**src/include/lscc_pkg.sv**
```systemverilog
// Package for the dark-level backlight and sink enable register bank.
// Assumes an AHB-Lite slave with 32-bit data, one register per word.
package lscc_pkg;

  // Register indices as printed; byte address is four times the index
  localparam logic [7:0] LSCC_IDX_DARK_MAX = 8'h0D;
  localparam logic [7:0] LSCC_IDX_DARK_DIM = 8'h0E;
  localparam logic [7:0] LSCC_IDX_FADE_LAW = 8'h0F;
  localparam logic [7:0] LSCC_IDX_SINK_EN = 8'h10;
  // Control register holding the dim enable flag in bit 0; the dim timeout flag reads back in the status register
  localparam logic [7:0] LSCC_IDX_DIM_CTRL = 8'h20;
  // Status register showing the applied backlight code and dim state
  localparam logic [7:0] LSCC_IDX_STATUS = 8'h21;

  // Field layouts
  localparam int LSCC_CODE_W = 7;
  localparam int LSCC_LAW_W = 2;
  localparam int LSCC_SINKS = 7;
  localparam int LSCC_DIMEN_BIT = 0;
  localparam int LSCC_DIMTO_BIT = 1;

  // Reset values
  localparam logic [6:0] LSCC_CODE_RST = 7'h00;
  localparam logic [1:0] LSCC_LAW_RST = 2'h0;
  localparam logic [6:0] LSCC_SINK_RST = 7'h00;

  // Fade transfer laws
  typedef enum logic [1:0] {
    LSCC_LAW_LIN_LIN = 2'b00,
    LSCC_LAW_SQ_LIN = 2'b01,
    LSCC_LAW_SQ_CUBIC10 = 2'b10,
    LSCC_LAW_SQ_CUBIC11 = 2'b11
  } lscc_law_e;

  // Current target handed to the sink DAC logic
  typedef struct packed {
    logic [6:0] code;
    logic square_law;
    logic [1:0] law;
    logic dimmed;
  } lscc_target_s;

  // Captured AHB address phase
  typedef struct packed {
    logic valid;
    logic write;
    logic [7:0] index;
  } lscc_aphase_s;

endpackage

```
**src/verilog/lscc_regs.sv**
```systemverilog
// Register bank for dark-level backlight codes, sink fade law and sink enables.
// Assumes a single AHB-Lite master; hready is this slave's own hreadyout.
//
// The implementer's own choice: the AHB-Lite register port.
`timescale 1ns/1ps
`default_nettype none

// Functional notes
// - Dark max register holds 7-bit current code in bits 6:0, bit 7 reserved.
// - Code 0 is zero current, 1 is 0.236/0.002 mA, all ones 30 mA.
// - Dark dim code in bits 6:0 drives backlight when dim enable is set.
// - Dim code is also applied after a dim timeout expires.
// - Two-bit fade law in bits 1:0 selects DAC law and time steps.
// - Sink enable register holds seven enables in bits 0..6, bit 7 reserved.
// - Writing 1 turns that sink on, writing 0 turns it off.
module lscc_regs (
  // Clock and reset
  input wire logic clock,
  input wire logic rst,
  // AHB-Lite slave
  input wire logic hsel,
  input wire logic [31:0] haddr,
  input wire logic [1:0] htrans,
  input wire logic hwrite,
  input wire logic [2:0] hsize,
  input wire logic hready,
  input wire logic [31:0] hwdata,
  output logic [31:0] hrdata,
  output logic hreadyout,
  output logic hresp,
  // Dim timeout expiry from the timer logic
  input wire logic dim_timeout,
  // Targets to the sink and DAC logic
  output lscc_pkg::lscc_target_s bl_target,
  output logic [6:0] sink_on,
  output logic [1:0] sink_fade_law_sel
);
  import lscc_pkg::*;

  lscc_aphase_s aph_reg, aph_next;
  logic [6:0] dark_max_code_reg, dark_max_code_next;
  logic [6:0] dark_dim_code_reg, dark_dim_code_next;
  logic [1:0] law_reg, law_next;
  logic [6:0] sink_reg, sink_next;
  logic dim_en_reg, dim_en_next;
  logic [31:0] rdata_reg, rdata_next;
  lscc_target_s tgt_comb;
  lscc_target_s tgt_reg;
  logic ready_reg, ready_next;
  logic resp_reg, resp_next;

  // Word index from a byte address; upper bits must be zero to hit
  function automatic logic [7:0] word_index(input logic [31:0] addr);
    word_index = addr[9:2];
  endfunction

  function automatic logic addr_hits(input logic [31:0] addr);
    addr_hits = (addr[31:10] == 22'h000000) && (addr[1:0] == 2'b00);
  endfunction

  // Mapped word indices; anything else reads zero and ignores writes
  function automatic logic idx_mapped(input logic [7:0] idx);
    case (idx)
      LSCC_IDX_DARK_MAX, LSCC_IDX_DARK_DIM, LSCC_IDX_FADE_LAW,
      LSCC_IDX_SINK_EN, LSCC_IDX_DIM_CTRL, LSCC_IDX_STATUS: idx_mapped = 1'b1;
      default: idx_mapped = 1'b0;
    endcase
  endfunction

  lscc_sel u_sel (
    .max_code(dark_max_code_reg),
    .dim_code(dark_dim_code_reg),
    .law(law_reg),
    .dim_en(dim_en_reg),
    .dim_timeout(dim_timeout),
    .target(tgt_comb)
  );

  // Address phase capture; zero wait states, so every phase is accepted
  always_comb begin
    aph_next.valid = hsel & hready & htrans[1] & addr_hits(haddr);
    aph_next.write = hwrite;
    aph_next.index = word_index(haddr);
  end

  // Register writes in the data phase; read data registered at the same edge
  always_comb begin
    dark_max_code_next = dark_max_code_reg;
    dark_dim_code_next = dark_dim_code_reg;
    law_next = law_reg;
    sink_next = sink_reg;
    dim_en_next = dim_en_reg;
    if (aph_reg.valid && aph_reg.write) begin
      case (aph_reg.index)
        LSCC_IDX_DARK_MAX: dark_max_code_next = hwdata[6:0];
        LSCC_IDX_DARK_DIM: dark_dim_code_next = hwdata[6:0];
        LSCC_IDX_FADE_LAW: law_next = hwdata[1:0];
        LSCC_IDX_SINK_EN: sink_next = hwdata[6:0];
        LSCC_IDX_DIM_CTRL: dim_en_next = hwdata[LSCC_DIMEN_BIT];
        default: begin
        end
      endcase
    end
  end

  // Read mux for the next address phase; zero fill keeps reserved bits clear
  always_comb begin
    rdata_next = 32'h00000000;
    if (aph_next.valid && !hwrite) begin
      case (aph_next.index)
        LSCC_IDX_DARK_MAX: rdata_next = {25'h0000000, dark_max_code_next};
        LSCC_IDX_DARK_DIM: rdata_next = {25'h0000000, dark_dim_code_next};
        LSCC_IDX_FADE_LAW: rdata_next = {30'h00000000, law_next};
        LSCC_IDX_SINK_EN: rdata_next = {25'h0000000, sink_next};
        LSCC_IDX_DIM_CTRL: rdata_next = {31'h00000000, dim_en_next};
        LSCC_IDX_STATUS: rdata_next = {22'h000000, tgt_comb.dimmed, dim_timeout,
                                       1'b0, tgt_comb.code};
        default: rdata_next = 32'h00000000;
      endcase
    end
  end

  // Bus response; constant zero wait and OKAY, registered so the pins come from flops
  always_comb begin
    ready_next = 1'b1;
    resp_next = 1'b0;
  end

  // State registers
  always_ff @(posedge clock) begin
    if (rst) begin
      aph_reg <= '0;
      dark_max_code_reg <= LSCC_CODE_RST;
      dark_dim_code_reg <= LSCC_CODE_RST;
      law_reg <= LSCC_LAW_RST;
      sink_reg <= LSCC_SINK_RST;
      dim_en_reg <= 1'b0;
      rdata_reg <= 32'h00000000;
      tgt_reg <= '0;
      ready_reg <= 1'b1;
      resp_reg <= 1'b0;
    end else begin
      aph_reg <= aph_next;
      dark_max_code_reg <= dark_max_code_next;
      dark_dim_code_reg <= dark_dim_code_next;
      law_reg <= law_next;
      sink_reg <= sink_next;
      dim_en_reg <= dim_en_next;
      rdata_reg <= rdata_next;
      tgt_reg <= tgt_comb;
      ready_reg <= ready_next;
      resp_reg <= resp_next;
    end
  end

  // Outputs straight from flops; slave never stalls and always answers OKAY
  assign hrdata = rdata_reg;
  assign hreadyout = ready_reg;
  assign hresp = resp_reg;
  assign bl_target = tgt_reg;
  assign sink_on = sink_reg;
  assign sink_fade_law_sel = law_reg;

  // Assertions
  chk_sink_write: assert property (@(posedge clock) disable iff (rst)
    (aph_reg.valid && aph_reg.write && aph_reg.index == LSCC_IDX_SINK_EN)
    |=> sink_on == $past(hwdata[6:0]))
    else $error("sink enables did not follow write");
  chk_dim_select: assert property (@(posedge clock) disable iff (rst)
    dim_en_reg |=> bl_target.code == $past(dark_dim_code_reg))
    else $error("dim code not applied with dim enable");
  chk_timeout_dim: assert property (@(posedge clock) disable iff (rst)
    dim_timeout |=> bl_target.dimmed && bl_target.code == $past(dark_dim_code_reg))
    else $error("dim code not applied after timeout");
  chk_max_select: assert property (@(posedge clock) disable iff (rst)
    (!dim_en_reg && !dim_timeout) |=> bl_target.code == $past(dark_max_code_reg))
    else $error("max code not applied when not dimmed");
  chk_law_dac: assert property (@(posedge clock) disable iff (rst)
    1'b1 |-> bl_target.square_law == (bl_target.law != 2'b00))
    else $error("dac law tag mismatch");
  chk_law_write: assert property (@(posedge clock) disable iff (rst)
    (aph_reg.valid && aph_reg.write && aph_reg.index == LSCC_IDX_FADE_LAW)
    |=> sink_fade_law_sel == $past(hwdata[1:0]) ##1 bl_target.law == $past(law_reg))
    else $error("fade law did not follow write");
  chk_resv_read: assert property (@(posedge clock) disable iff (rst)
    (aph_next.valid && !hwrite && aph_next.index == LSCC_IDX_FADE_LAW)
    |=> hrdata[31:2] == 30'h00000000)
    else $error("reserved fade law bits read nonzero");
  chk_sink_read: assert property (@(posedge clock) disable iff (rst)
    (aph_next.valid && !hwrite && aph_next.index == LSCC_IDX_SINK_EN)
    |=> hrdata == {25'h0000000, sink_on})
    else $error("sink enable readback wrong");
  chk_max_read: assert property (@(posedge clock) disable iff (rst)
    (aph_next.valid && !hwrite && aph_next.index == LSCC_IDX_DARK_MAX)
    |=> hrdata[31:7] == 25'h0000000)
    else $error("dark max reserved bits read nonzero");
  chk_max_write: assert property (@(posedge clock) disable iff (rst)
    (aph_reg.valid && aph_reg.write && aph_reg.index == LSCC_IDX_DARK_MAX)
    |=> dark_max_code_reg == $past(hwdata[6:0]))
    else $error("dark max code did not follow write");
  chk_dim_write: assert property (@(posedge clock) disable iff (rst)
    (aph_reg.valid && aph_reg.write && aph_reg.index == LSCC_IDX_DARK_DIM)
    |=> dark_dim_code_reg == $past(hwdata[6:0]))
    else $error("dark dim code did not follow write");
  chk_dim_read: assert property (@(posedge clock) disable iff (rst)
    (aph_next.valid && !hwrite && aph_next.index == LSCC_IDX_DARK_DIM)
    |=> hrdata == {25'h0000000, dark_dim_code_reg})
    else $error("dark dim readback wrong");
  chk_law_read: assert property (@(posedge clock) disable iff (rst)
    (aph_next.valid && !hwrite && aph_next.index == LSCC_IDX_FADE_LAW)
    |=> hrdata == {30'h00000000, sink_fade_law_sel})
    else $error("fade law readback wrong");
  chk_unmapped_read: assert property (@(posedge clock) disable iff (rst)
    (aph_next.valid && !hwrite && !idx_mapped(aph_next.index))
    |=> hrdata == 32'h00000000)
    else $error("unmapped word read nonzero");
  chk_idle_rdata: assert property (@(posedge clock) disable iff (rst)
    !(aph_next.valid && !hwrite)
    |=> hrdata == 32'h00000000)
    else $error("read data not zero outside a read data phase");

  cov_sink_all_on: cover property (@(posedge clock) disable iff (rst) sink_on == 7'h7F);
  cov_timeout_dim: cover property (@(posedge clock) disable iff (rst)
    dim_timeout && !dim_en_reg);
  cov_cubic_law: cover property (@(posedge clock) disable iff (rst)
    sink_fade_law_sel == 2'b11);
  cov_dim_enable: cover property (@(posedge clock) disable iff (rst) dim_en_reg && !dim_timeout);
endmodule
`default_nettype wire

```
**src/verilog/lscc_sel.sv**
```systemverilog
// Backlight current selector: picks max or dim code and tags the DAC law.
// Assumes all inputs are register outputs of the same clock domain.
`timescale 1ns/1ps
`default_nettype none
module lscc_sel (
  // Codes and law
  input wire logic [6:0] max_code,
  input wire logic [6:0] dim_code,
  input wire logic [1:0] law,
  // Dim requests
  input wire logic dim_en,
  input wire logic dim_timeout,
  // Selected target
  output lscc_pkg::lscc_target_s target
);
  import lscc_pkg::*;

  // Dim code wins when either dim source asks for it
  always_comb begin
    target.dimmed = dim_en | dim_timeout;
    target.code = target.dimmed ? dim_code : max_code;
    // Only law 00 uses the linear DAC; code 1 is then 0.236 mA
    target.square_law = (law != LSCC_LAW_LIN_LIN);
    target.law = law;
  end
endmodule
`default_nettype wire

```
**config.mk**
```make
export PLATFORM = sky130hd
export DESIGN_NAME = lscc_regs
export DESIGN_NICKNAME = d
export VERILOG_FILES = /design/src/include/lscc_pkg.sv /design/src/verilog/lscc_regs.sv /design/src/verilog/lscc_sel.sv
export SDC_FILE = /design/constraint.sdc
export NUM_CORES = 1
export LEC_CHECK = 0
export ABC_AREA = 0
export BUFFER_PORTS_ARGS = -buffer_cell sky130_fd_sc_hd__buf_2
export CORE_MARGIN = 3
export CORE_UTILIZATION = 41
export DETAILED_ROUTE_END_ITERATION = 8
export PLACE_DENSITY = 0.83
export SKIP_CTS_REPAIR_TIMING = 1
export SLEW_MARGIN = 10
export SYNTH_ARGS = -nofsm -noshare
export SYNTH_HDL_FRONTEND = slang
export SYNTH_SLANG_ARGS = --single-unit
export TNS_END_PERCENT = 100
```
**constraint.sdc**
```tcl
create_clock -name clock -period 4.05 [get_ports clock]
set_input_delay 0.2025 -clock clock [delete_from_list [all_inputs] [get_ports clock]]
set_output_delay 0.2025 -clock clock [all_outputs]
set_load 0.05 [all_outputs]
```
## Word level (Yosys, flattened, before mapping)

Index checks and enable logic that the tools add are counted.

| cells by class | value |
|---|---|
| add/sub/neg operators | 0 |
| multiply operators | 0 |
| div/mod/pow operators | 0 |
| magnitude comparators | 0 |
| eq/ne operators | 11 |
| shifts and indexed selects | 0 |
| mux-type cells | 12 |
| bitwise gates (word level) | 5 |
| reductions and logical operators | 8 |

Operator list:

| kind | number |
|---|---|
| $pmux W10 S6 | 1 |
| $mux W7 | 7 |
| $eq A8 B4 Y1 const B | 6 |
| $eq A8 B6 Y1 const B | 3 |
| $logic_not A22 Y1 | 1 |
| $eq A8 B5 Y1 const B | 2 |
| $mux W2 | 2 |
| $and A1 B1 Y1 | 3 |
| $logic_and A1 B1 Y1 | 3 |
| $logic_not A2 Y1 | 1 |
| $mux W1 | 2 |
| $reduce_bool A2 Y1 | 1 |
| $reduce_or A2 Y1 | 1 |
| $logic_not A1 Y1 | 1 |
| $not A1 Y1 | 1 |
| $or A1 B1 Y1 | 1 |

| storage, ports and cells | value |
|---|---|
| flip-flop bits (word level) | 77 |
| latch bits | 0 |
| bits in writable memories | 0 |
| memory bits (read-only) | 0 |
| output and inout bits | 54 |
| memories | 0 |

## Longest topological paths before layout

| depth | value |
|---|---|
| depth after elaboration | 6 |
| mapped depth | 5 |

## By module

A second synthesis with hierarchy kept.

| unflattened totals | value |
|---|---|
| cell total of the unflattened synthesis | 249 |
| area, all modules | 2502.4 um^2 |

By module, submodules not included:

| module | times used | cells an instance | area each (um^2) | seq. area each (um^2) |
|---|---|---|---|---|
| lscc_regs | 1 | 237 | 2387.3 | 1081.0 |
| lscc_sel | 1 | 12 | 115.1 | 0.0 |

## Worst setup path before layout

OpenSTA, ideal clock, no wires.

| path | value |
|---|---|
| path kind | reg-to-reg |
| start point | register aph_reg[6] (netlist bit) |
| end point | register rdata_reg[4], in the netlist hrdata[4] |
| setup time | 121 ps |
| arrival | 1680 ps |
| path slack | 2250 ps |
| stages on the path, launching flop included | 6 |
| clock period less this slack | 1800 ps |
| cell sequence | dfxtp_1 > nand4bb_4 > nor4b_4 > mux2_2 > a22oi_1 > a21oi_1 |

| between the ends | value |
|---|---|
| word-level cells in the longest chain between the ends | 4 |

RTL lines:

| item | RTL line | source |
|---|---|---|
| from (decl) | lscc_regs.sv:40 | `lscc_aphase_s aph_reg, aph_next;` |
| from (signal assigned) | lscc_regs.sv:143 | `aph_reg <= aph_next;` |
| $eq A8 B5 Y1 or $eq A8 B4 Y1 (tied branches) | lscc_regs.sv:94 | `case (aph_reg.index)` |
| $mux W7 | lscc_regs.sv:94 |  |
| $mux W7 | lscc_regs.sv:93 | `if (aph_reg.valid && aph_reg.write) begin` |
| $pmux W10 S6 (*) | lscc_regs.sv:110 | `case (aph_next.index)` |
| to (signal assigned) | lscc_regs.sv:149 | `rdata_reg <= rdata_next;` |
| to (decl) | lscc_regs.sv:46 | `logic [31:0] rdata_reg, rdata_next;` |

Mark *: on every way between the ends. The rest lies on a longest branch, timed or not.
A chain may end at the register's enable or synchronous reset.

## Worst setup path after layout

| path | value |
|---|---|
| start point | register aph_reg[6] (netlist bit) |
| end point | register rdata_reg[2], in the netlist hrdata[2] |

Same word-level chain as after synthesis.

==> impl_metrics.ini <==
[cells_and_area]
final_nets = 389
largest_reg_flops = 11
fin_area_um2 = 2879
antenna_cells = 0
area_delta_synth_final_pct = 17.04
drive_gt1_share_pct = 32.70

[clock_tree]
cts_tree = done
htree_levels = 2
cts-root-buf = clkbuf_8
cts_buffers = 5
insertion_delay_ns = 0.32
numClockSinks = 54
clockBufferDepth = 2
path_clk_slew_ns = 0.10

[setup_path]
crit_path_end_kind = register
slowest_delay_ns = 0.62
startpoint_type = register
cp.arrival_ns = 2.24
critPathTopFamily = simple AND/OR/NAND/NOR gates
cp_max_fo = 8
critPathRequiredTime_ns = 4.25
critical_path_class = reg -> reg
critPathBufInv = 0
path_cells = nand4bb_4, nor4_4, mux2_2, a22oi_1, a21oi_1
crit_slowest_cell = nor4_4

[synthesis]
synth_top_area_cell = dfxtp_1
ys_ff_latch = 54
synth_top_cell_area_share_pct = 43.95
syn_inst = 243
ys_warn_count = 0
synth_common_cells = dfxtp_1, nor2_1, buf_4, nor2b_1, mux2i_1
yosysSeqAreaShare_pct = 43.95
yosys-top-cells-area = dfxtp_1, buf_4, mux2i_1, nor2b_1, nor2_1
synth_most_common_cell = dfxtp_1
synth.distinct_cells = 45
synthFlopType = dfxtp_1
netlist_area_um2 = 2460
synth_enable_flop_cells = 0
synth-async-reset-ratio_pct = 0
syn_area_per_cell_um2 = 10.12

[power_and_ir_drop]
netSwitchingPower_w = 0.0002817
p_sw_share_pct = 28.93
pwr-share-comb_pct = 11.3
power_per_cell_area_nw_per_um2 = 338.3
p_leak_nw = 1.333
irDropWorstVdd_uv = 148.6
p_int_w = 0.0006922
finalPower_w = 0.0009739
p_clk_share_pct = 33.1
pwr-share-seq_pct = 55.6

[die]
num_io_pins = 129
core_um2 = 5642
die_y_um = 83.46
die_x_um = 83.46
dieArea_um2 = 6965
rows = 27
initial_core_util_pct = 43.60

[route]
wl_mm = 5.533
drt_iter0_markers = 93
dr.max_layer_used = met4
met3_length_um = 380
wl_per_cell_um = 14.30
drcViolationCount = 0
first_pass_iters = 4
final_antenna_net_count = 0
wl_met1_mm = 2.265
met2_length_mm = 2.787
viasPerCell = 5.013
num_vias = 1940

[grt]
grtUsageTotal_pct = 15.71
grt_start_max_net_pins = 45
antenna_found_initial = 0
grt_pass1_wl_mm = 8.838
overflow = 0
grt_pass1_vias = 1970

[sta]
tightest_slew_ns = 0.7731
slew_viol_final = 0
rsz0062_at_grt = no
relSlewSlack_pct = 48.46
layout_min_cycle_time_ns = 2.036
finalHoldViolCount = 0
setup_viol = 0
clock.fmax_ghz = 0.4911
min_period_over_period_pct = 50.28
clock_skew_ns = 0.008746
tns_ns = 0
whs_ns = 0.1150

[placed_design]
gp_congestion = 0.8481
portBuffers = 74
place_area_um2 = 2781
hpwlAfterDp_mm = 4.124

[flow_run]
max-cap-violations = 0

[run_status]
outcome = finished, final reports clean

[worst_hold_path]
hp-class = in -> reg
==> cell type report <==
type / instances / area, µm²
clock buffers: 5 / 68.82
clock inverters: 3 / 28.78
fillers: 547 / 2763
inverters: 2 / 7.507
multi-input cells: 177 / 1232
flip-flops and latches: 54 / 1081
well taps: 72 / 90.09
repair buffers: 74 / 370.4
==> kinds of logic after synthesis <==
group,synth area share [%]
other cells,0.3053
buf+inv,9.460
flops,43.95
compound gates,7.782
simple gates,25.28
xor+xnor,0.3561
mux,12.87
==> power by group through the flow <==
stage,registers (W),clock network (W),logic [W]
after CTS,0.000542,0.000330,0.000109
after global placement,0.000554,0,0.000108
after detailed placement,0.000554,0,0.000109
after global routing,0.000543,0.000353,0.000117
after floorplan,0.000555,0,0.0000946
final,0.000541,0.000323,0.000110
==> cell usage in the layout (no fill, tap or decap), types with 3 or more instances in the layout <==
master / count
a21oi_1: 5
nor2_1: 28
and4b_1: 3
nor4_1: 8
nor2b_1: 23
nand2_1: 3
conb_1: 25
a22oi_1: 4
dfxtp_1: 54
clkbuf_8: 5
mux2_2: 9
nor3_1: 3
buf_2: 74
mux2i_1: 20
nand3_1: 7
o22a_1: 4
and3_1: 3
==> final timing paths <==
check,startpoint,endpoint,slack [ns],cells after the start
setup reg to reg,aph_reg[6]$_SDFF_PP0_,hrdata[2]$_SDFF_PP0_,2.01,5
hold / removal,dim_timeout,hrdata[8]$_SDFF_PP0_,0.12,2
setup / recovery,aph_reg[6]$_SDFF_PP0_,hrdata[2]$_SDFF_PP0_,2.01,5
hold reg to reg,sink_fade_law_sel[0]$_SDFF_PP0_,bl_target[1]$_SDFF_PP0_,0.50,1
==> routing by layer <==
metal  track usage, %  vias up
met3            4.738       11
met5                0        -
li1                 -      950
met4            6.433        0
met2            28.28       67
met1            17.11      912
==> stage by stage <==
stage | util (%) | std cells | worst slack (ns)
floorplan | - | 266 | 2.250
global placement | 49.30 | 379 | 1.999
detailed placement | 49.30 | 379 | 1.997
CTS | 51.03 | 387 | 1.991
global route | 51.03 | 387 | 1.859
finish | 51.03 | 387 | 2.014
Power figures use the tool's default switching activity.
